<file path="src/rtl/bpc_consts.svh">
// constants for the protection configuration and pack control register bank
// assumes inclusion by rtl files only; definitions only
`ifndef BPC_CONSTS_SVH
`define BPC_CONSTS_SVH

// configuration field positions
`define BPC_CFG_OVC_HI      15
`define BPC_CFG_OVC_LO      14
`define BPC_CFG_UV_HI       13
`define BPC_CFG_UV_LO       12
`define BPC_CFG_OC_HI       11
`define BPC_CFG_OC_LO       10
`define BPC_CFG_CE_HI       9
`define BPC_CFG_CE_LO       8
`define BPC_CFG_CELL_BIT    7
`define BPC_CFG_INH_BIT     6
`define BPC_CFG_USED_MASK   16'hffc0

// configuration defaults per variant
`define BPC_CFG_DFLT_4CELL  16'h33c0
`define BPC_CFG_DFLT_3CELL  16'h0340

// control field positions
`define BPC_CTL_BAL_HI      15
`define BPC_CTL_BAL_LO      12
`define BPC_CTL_DFET_BIT    11
`define BPC_CTL_CFET_BIT    10
`define BPC_CTL_GAIN_HI     9
`define BPC_CTL_GAIN_LO     8
`define BPC_CTL_SLEEP_BIT   7
`define BPC_CTL_RESET       16'h0000

// threshold tables in millivolts
`define BPC_OVC_MV_TABLE    {13'd4350, 13'd4300, 13'd4250, 13'd4200}
`define BPC_UV4_MV_TABLE    {13'd2250, 13'd2150, 13'd2050, 13'd1950}
`define BPC_UV3_MV_TABLE    {13'd2550, 13'd2450, 13'd2350, 13'd2250}
`define BPC_OC_MV_TABLE     {13'd150, 13'd125, 13'd100, 13'd75}
`define BPC_CE_MV_TABLE     {13'd1400, 13'd1100, 13'd800, 13'd500}

`endif

</file>
<file path="src/rtl/bpc_pkg.sv">
// types shared by the register bank modules
// assumes nothing beyond a systemverilog compiler
package bpc_pkg;
    typedef enum logic [1:0] {
        BPC_ST_RECALL = 2'b00,
        BPC_ST_NORMAL = 2'b01,
        BPC_ST_SLEEP  = 2'b10
    } bpc_state_type;

    typedef logic [12:0] bpc_mv_type;
endpackage

</file>
<file path="src/rtl/bpc_regs.sv">
// configuration and control register bank of the pack protection device
// assumes the serial front end delivers decoded one-cycle instruction strobes
// with their 16-bit data, synchronous to core_clk
`include "bpc_consts.svh"

module bpc_regs
    import bpc_pkg::*;
#(
    parameter bit FOUR_CELL = 1'b1
) (
    // clock and reset
    input  wire logic        core_clk,
    input  wire logic        rstn,
    // decoded instructions from the serial front end
    input  wire logic        config_write_instr,
    input  wire logic        control_write_instr,
    input  wire logic        write_enable_instr,
    input  wire logic        array_write_instr,
    input  wire logic        wrdi_instr,
    input  wire logic [15:0] wr_data,
    // supply below sleep threshold and wake detect
    input  wire logic        sleep_supply_threshold,
    input  wire logic        wake_supply,
    // register read back
    output logic      [15:0] protection_configuration,
    output logic      [15:0] pack_control,
    output logic             write_latch,
    // decoded configuration
    output logic      [1:0]  overcharge_threshold_sel,
    output logic      [1:0]  undervoltage_threshold_sel,
    output logic      [1:0]  overcurrent_threshold_sel,
    output logic      [1:0]  charge_enable_level_sel,
    output logic             charge_inhibit_disable,
    output logic             charge_inhibit_en,
    output logic             four_cell_select,
    output bpc_mv_type       overcharge_mv,
    output bpc_mv_type       undervoltage_mv,
    output bpc_mv_type       overcurrent_mv,
    output bpc_mv_type       charge_enable_mv,
    // control outputs
    output logic      [1:0]  sense_gain_sel,
    output logic             charge_fet_pin,
    output logic             discharge_fet_pin,
    output logic      [3:0]  balance_outputs,
    output logic             sleep_mode,
    output logic             normal_mode,
    output logic             store_busy
);
    localparam logic [15:0] CFG_DFLT = FOUR_CELL ? `BPC_CFG_DFLT_4CELL : `BPC_CFG_DFLT_3CELL;

    // only the two variants exist
    initial begin
        if (FOUR_CELL !== 1'b1 && FOUR_CELL !== 1'b0) begin
            $error("FOUR_CELL must be 0 or 1");
        end
    end

    bpc_state_type state_r;
    bpc_state_type state_nxt;
    logic [15:0]   ctl_r;
    logic [15:0]   ctl_nxt;
    logic          wel_r;
    logic          wel_nxt;
    logic          store_r;
    logic [15:0]   shadow_bits;

    // strobes into the bit cells, the control register and the mode sequencing
    wire recall_pulse = (state_r == BPC_ST_RECALL);
    wire cfg_wr       = config_write_instr && (state_r == BPC_ST_NORMAL);
    wire ctl_wr       = control_write_instr && (state_r == BPC_ST_NORMAL);
    wire commit       = array_write_instr && wel_r && (state_r == BPC_ST_NORMAL);
    wire sleep_go     = ctl_r[`BPC_CTL_SLEEP_BIT] && sleep_supply_threshold;

    // sixteen sram bits each with a private shadow bit
    genvar gi;
    generate
        for (gi = 0; gi < 16; gi++) begin : g_cfg
            bpc_shadow_bit #(
                .DFLT (CFG_DFLT[gi])
            ) u_bit (
                .core_clk   (core_clk),
                .rstn       (rstn),
                .recall     (recall_pulse),
                .wr_en      (cfg_wr),
                .wr_bit     (wr_data[gi]),
                .store      (store_r),
                .sram_bit   (protection_configuration[gi]),
                .shadow_bit (shadow_bits[gi])
            );
        end
    endgenerate

    // mode sequencing: recall once after power-up, then normal, sleep on request
    always_comb begin
        state_nxt = state_r;
        case (state_r)
            BPC_ST_RECALL: state_nxt = BPC_ST_NORMAL;
            BPC_ST_NORMAL: begin
                if (sleep_go) begin
                    state_nxt = BPC_ST_SLEEP;
                end
            end
            BPC_ST_SLEEP: begin
                if (wake_supply) begin
                    state_nxt = BPC_ST_NORMAL;
                end
            end
            default: state_nxt = BPC_ST_RECALL;
        endcase
    end

    // control register: whole word loads, cleared entering normal from sleep
    always_comb begin
        ctl_nxt = ctl_r;
        if (state_r == BPC_ST_SLEEP && state_nxt == BPC_ST_NORMAL) begin
            ctl_nxt = `BPC_CTL_RESET;
        end else if (ctl_wr) begin
            ctl_nxt = wr_data;
        end
    end

    // write-enable latch: set by its instruction, spent by the commit write
    always_comb begin
        wel_nxt = wel_r;
        if (state_r != BPC_ST_NORMAL || wrdi_instr || commit) begin
            wel_nxt = 1'b0;
        end else if (write_enable_instr) begin
            wel_nxt = 1'b1;
        end
    end

    always_ff @(posedge core_clk or negedge rstn) begin
        if (!rstn) begin
            state_r <= BPC_ST_RECALL;
        end else begin
            state_r <= state_nxt;
        end
    end

    always_ff @(posedge core_clk or negedge rstn) begin
        if (!rstn) begin
            ctl_r <= `BPC_CTL_RESET;
        end else begin
            ctl_r <= ctl_nxt;
        end
    end

    // store strobe delayed one cycle so it captures the sram after any write
    always_ff @(posedge core_clk or negedge rstn) begin
        if (!rstn) begin
            wel_r   <= 1'b0;
            store_r <= 1'b0;
        end else begin
            wel_r   <= wel_nxt;
            store_r <= commit;
        end
    end

    // configuration field decode
    assign overcharge_threshold_sel   = protection_configuration[`BPC_CFG_OVC_HI:`BPC_CFG_OVC_LO];
    assign undervoltage_threshold_sel = protection_configuration[`BPC_CFG_UV_HI:`BPC_CFG_UV_LO];
    assign overcurrent_threshold_sel  = protection_configuration[`BPC_CFG_OC_HI:`BPC_CFG_OC_LO];
    assign charge_enable_level_sel    = protection_configuration[`BPC_CFG_CE_HI:`BPC_CFG_CE_LO];
    assign charge_inhibit_disable     = protection_configuration[`BPC_CFG_INH_BIT];
    assign charge_inhibit_en          = ~charge_inhibit_disable;
    assign four_cell_select           = protection_configuration[`BPC_CFG_CELL_BIT];

    // threshold lookup; undervoltage table follows the variant
    bpc_level_map #(.TABLE(`BPC_OVC_MV_TABLE)) u_ovc (
        .sel      (overcharge_threshold_sel),
        .level_mv (overcharge_mv)
    );
    bpc_level_map #(.TABLE(FOUR_CELL ? `BPC_UV4_MV_TABLE : `BPC_UV3_MV_TABLE)) u_uv (
        .sel      (undervoltage_threshold_sel),
        .level_mv (undervoltage_mv)
    );
    bpc_level_map #(.TABLE(`BPC_OC_MV_TABLE)) u_oc (
        .sel      (overcurrent_threshold_sel),
        .level_mv (overcurrent_mv)
    );
    bpc_level_map #(.TABLE(`BPC_CE_MV_TABLE)) u_ce (
        .sel      (charge_enable_level_sel),
        .level_mv (charge_enable_mv)
    );

    // control outputs straight from flops; bit 7 feeds sleep, bits 6-0 stored but unused
    assign pack_control      = ctl_r;
    assign sense_gain_sel    = ctl_r[`BPC_CTL_GAIN_HI:`BPC_CTL_GAIN_LO];
    assign charge_fet_pin    = ctl_r[`BPC_CTL_CFET_BIT];
    assign discharge_fet_pin = ctl_r[`BPC_CTL_DFET_BIT];
    assign balance_outputs   = ctl_r[`BPC_CTL_BAL_HI:`BPC_CTL_BAL_LO];

    // status views
    assign sleep_mode  = (state_r == BPC_ST_SLEEP);
    assign normal_mode = (state_r == BPC_ST_NORMAL);
    assign write_latch = wel_r;
    assign store_busy  = store_r;
endmodule

</file>
<file path="src/rtl/bpc_level_map.sv">
// maps a two bit selector onto one of four millivolt levels
// assumes the table is packed with code 3 in the top slot
module bpc_level_map
    import bpc_pkg::*;
#(
    parameter logic [51:0] TABLE = 52'h0
) (
    // selector
    input  wire logic [1:0] sel,
    // chosen level
    output bpc_mv_type      level_mv
);
    // plain indexed part-select, no storage
    assign level_mv = TABLE[sel*13 +: 13];
endmodule

</file>
<file path="src/rtl/bpc_shadow_bit.sv">
// one configuration bit: volatile copy paired with its own shadow bit
// assumes recall, write and store strobes are one-cycle and exclusive in intent
module bpc_shadow_bit
    import bpc_pkg::*;
#(
    parameter logic DFLT = 1'b0
) (
    // clock and reset
    input  wire logic core_clk,
    input  wire logic rstn,
    // strobes
    input  wire logic recall,
    input  wire logic wr_en,
    input  wire logic wr_bit,
    input  wire logic store,
    // state
    output logic      sram_bit,
    output logic      shadow_bit
);
    // shadow keeps its value across power cycles; reset stands for factory fill
    always_ff @(posedge core_clk or negedge rstn) begin
        if (!rstn) begin
            shadow_bit <= DFLT;
        end else if (store) begin
            shadow_bit <= sram_bit;
        end
    end

    // volatile copy: recall overrides, write only touches this copy
    always_ff @(posedge core_clk or negedge rstn) begin
        if (!rstn) begin
            sram_bit <= DFLT;
        end else if (recall) begin
            sram_bit <= shadow_bit;
        end else if (wr_en) begin
            sram_bit <= wr_bit;
        end
    end
endmodule

</file>
<file path="config.mk">
export PLATFORM = sky130hd
export DESIGN_NAME = bpc_regs
export DESIGN_NICKNAME = d
export VERILOG_FILES = /design/src/rtl/bpc_pkg.sv /design/src/rtl/bpc_regs.sv /design/src/rtl/bpc_level_map.sv /design/src/rtl/bpc_shadow_bit.sv
export VERILOG_INCLUDE_DIRS = /design/src /design/src/rtl
export SDC_FILE = /design/constraint.sdc
export NUM_CORES = 1
export LEC_CHECK = 0
export BUFFER_PORTS_ARGS = -buffer_cell sky130_fd_sc_hd__buf_2
export CORE_ASPECT_RATIO = 2
export CORE_UTILIZATION = 43
export DETAILED_ROUTE_END_ITERATION = 8
export MAX_ROUTING_LAYER = met4
export PLACE_DENSITY_LB_ADDON = 0.25
export RECOVER_POWER = 50
export SLEW_MARGIN = 20
export SYNTH_ARGS = -nofsm -noshare
export SYNTH_HDL_FRONTEND = slang
export SYNTH_SLANG_ARGS = --single-unit
</file>
<file path="constraint.sdc">
create_clock -name core_clk -period 1.15 [get_ports core_clk]
set_input_delay 0.115 -clock core_clk [delete_from_list [all_inputs] [get_ports core_clk]]
set_output_delay 0.115 -clock core_clk [all_outputs]
set_load 0.01 [all_outputs]
</file>
==> impl_summary.log <==
INFO  metric final-max-slew-violation-count = 0
INFO  metric max-slew-margin-rel = 0.5282
INFO  metric power.total = 14.76 mW
INFO  metric post_synth.cell_area_avg = 10.61 um2
INFO  metric max_freq = 0.6577 GHz
INFO  metric numCtsBuffers = 5
INFO  metric critical_path.reg2reg.startpoint = state_r[0]
INFO  metric leading_cell_type_in_the_layout_fill_and_taps_excluded = buf_2
INFO  metric pin_count = 132
INFO  metric design.final.nets = 428
INFO  metric start_kind = flip-flop
INFO  metric start_util = 0.4516
INFO  metric netlist_instances = 284
INFO  metric max_cap_violations = 0
INFO  metric dieArea = 7368 um2
INFO  metric die-width = 61.20 um
INFO  metric cts.reportedPaths.clkPinSlew = 0.06 ns
INFO  metric final-hold-violation-count = 0
INFO  metric min-delay-start = array_write_instr
INFO  metric clock-skew-final = 0.002307 ns
INFO  metric count_of_cell_types_in_the_netlist = 28
INFO  metric power.share.combinational = 0.640
INFO  metric synth.ff_latch_count = 52
INFO  metric worst_slack = -0.3704 ns
INFO  metric grt_pass1_wl = 10550 um
INFO  metric seq_pwr_share = 0.258
INFO  metric gp_congestion = 0.7964
INFO  metric failed_checks = negative setup slack
INFO  metric grt_start_max_net_pins = 53
INFO  metric cts_root_buf = clkbuf_16
INFO  metric die_h = 120.4 um
INFO  metric grt.overflow.total = 0
INFO  metric leakage = 2.081 nW
INFO  metric power_per_cell_area = 3286 nW/um2
INFO  metric number_of_antenna_violations_at_the_first_check_in_global_routing = 0
INFO  metric insertedDiodeCount = 0
INFO  metric grt_util_all_layers = 0.1980
INFO  metric clock_sinks = 52
INFO  metric critPathMaxFanout = 3
INFO  metric ys.warnings.count = 0
INFO  metric peak_supply_drop = 1.603 mV
INFO  metric share_clk_of_total_power = 0.102
INFO  metric setup_viol = 75
INFO  metric core_area = 6674 um2
INFO  metric dr_wl_cell = 15.12 um
INFO  metric grt_setup_unrepaired = yes
INFO  metric clock_tree.htree_level_count = 2
INFO  metric swShare = 0.3849
INFO  metric min_period_over_period = 1.322
INFO  metric tightestPinTransition = 0.7076 ns
INFO  metric grt_pass1_vias = 2205
INFO  metric final_area = 4492 um2
INFO  metric hold_path.class = in2reg
INFO  metric layout_common_cells = buf_2, buf_6, dfrtp_1, conb_1, buf_4
INFO  metric dr_total_vias = 2379
INFO  metric postPlaceCellArea = 3431 um2
INFO  metric insertion_delay = 0.29 ns
INFO  metric clockBufferDepth = 2
INFO  metric layout_min_cycle_time = 1.520 ns
INFO  metric placement_rows = 42
INFO  metric mapped_cell_area = 3014 um2
INFO  metric wirelength = 7211 um
INFO  metric worst_ep_required_time = 1.03 ns
INFO  metric worst_setup_path_startpoint = g_cfg[9].u_bit.sram_bit
INFO  metric routed_via_density = 4.987
INFO  metric worstPathArrival = 1.41 ns
INFO  metric cell_internal_pwr = 9.078 mW
INFO  metric number_of_filler_cells_placed_in_the_layout = 530
INFO  metric area_growth_syn_to_layout = 49.02%
INFO  metric io_buffers = 112
INFO  metric p_switching = 5.681 mW
INFO  metric synth_sequential_area_ratio = 0.4367
INFO  metric run_status = finished, violations left
INFO  metric detailedRoute.firstPassIterationCount = 4
INFO  metric drive_gt1_frac = 0.6864
INFO  metric route.antenna.remaining_nets = 0
INFO  metric cts_tree = yes
INFO  metric setup.worst_path.class = reg2out
INFO  metric dpl.hpwl = 4549 um
INFO  metric drc_errors = 0
INFO  metric setup.worst_path.end_class = primary output
INFO  metric initialDrtViolationCount = 30
==> state kept, by name (all words and copies together) (netlist names) <==
signal / count
g_cfg.u_bit.sram_bit: 16
store_busy: 1
write_latch: 1
state_r: 2
g_cfg.u_bit.shadow_bit: 16
pack_control: 16
==> final timing paths <==
kind                                               to  slack, ns  cells past startpoint
max in group asynchronous                  state_r[1]       0.12                      3
setup reg to reg             g_cfg[10].u_bit.sram_bit      -0.16                      4
setup / recovery                  charge_enable_mv[2]      -0.37                      4
min in group asynchronous             pack_control[7]       0.50                      3
hold reg to reg            g_cfg[14].u_bit.shadow_bit       0.51                      1
hold / removal                             store_busy       0.08                      2
==> repair_timing <==
item,CTS,global route
hold endpoints to repair,41,0
resized for setup,70,84
setup endpoints to repair,72,79
buffers inserted,9,7
hold buffers,2,0
cloned,1,4
pin swaps,2,20
==> critical path, stage by stage, from the launching register on <==
cell     delay, ns
dfstp_2       0.56
inv_2         0.06
ha_4          0.15
or2_4         0.22
buf_6         0.12
==> routing by layer <==
layer  vias to the layer above  routed length [um]  global-route usage
met5                         -                   0                   -
met4                         0                 178             0.07813
met3                        14                 238             0.02567
met2                        90                4327              0.3573
met1                      1188                2466              0.2056
li1                       1087                   -                   -
==> synthesized netlist by cell type (all sizes together) <==
library cell   n  area [um2]
buf           78       571.8
dfrtp         40        1001
inv           23       86.33
a21oi         17       88.84
nand3b        17       127.6
mux2          16       180.2
nand2         16       60.06
o221a         16       180.2
o22ai         16       100.1
ha            15       187.7
dfstp         12       315.3
or2            4       25.03
clkbuf         2       7.510
conb           2       7.510
nor2b          2       12.51
a21boi         1       7.510
and2           1       6.260
and3           1       6.260
mux2i          1       10.01
nand2b         1       6.260
nand3          1       5.000
nor3b          1       12.51
o2bb2ai        1       8.760
==> area by class of cell <==
type	instances	area, um2	area share
multi-input combinational	147	1528	0.3401
tap	88	110.1	0.02451
clock buffer	8	146.4	0.03259
inverter	23	93.84	0.02089
sequential	52	1319	0.2936
timing repair buffer	159	1295	0.2883
==> cell families (layout without fill, tap and decap cells) <==
| logic type | after synthesis | count (layout) | synth area share |
|---|---|---|---|
| other cells | 2 | 19 | 0.002492 |
| compound gates | 51 | 51 | 0.1279 |
| simple gates | 44 | 45 | 0.08676 |
| buf+inv | 103 | 190 | 0.2208 |
| mux | 17 | 17 | 0.06310 |
| fa+ha+maj | 15 | 15 | 0.06227 |
| flops | 52 | 52 | 0.4367 |
==> power by group through the flow <==
| stage | sequential (mW) | clock (mW) | combinational (mW) |
|---|---|---|---|
| after floorplan | 3.79 | 0 | 4.67 |
| after global placement | 3.60 | 0 | 6.06 |
| after detailed placement | 3.66 | 0 | 6.21 |
| after CTS | 3.67 | 1.54 | 7.80 |
| after global routing | 3.94 | 1.60 | 10.2 |
| final | 3.81 | 1.50 | 9.45 |
==> per-stage QoR <==
stage | hold slack, ns | worst slack, ns | utilization | instances | TNS (ns)
finish | 0.07940 | -0.3704 | 0.6730 | 477 | -9.354
global route | 0.09285 | -0.4101 | 0.6730 | 477 | -12.50
CTS | 0.06959 | -0.3663 | 0.6033 | 466 | -8.709
detailed placement | 0.1341 | -0.1659 | 0.5141 | 446 | -2.844
global placement | 0.1246 | -0.1050 | 0.5141 | 446 | -2.018
floorplan | -0.1806 | -0.08480 | - | 301 | -0.9169
No activity file was read; power rests on OpenSTA's default activity.
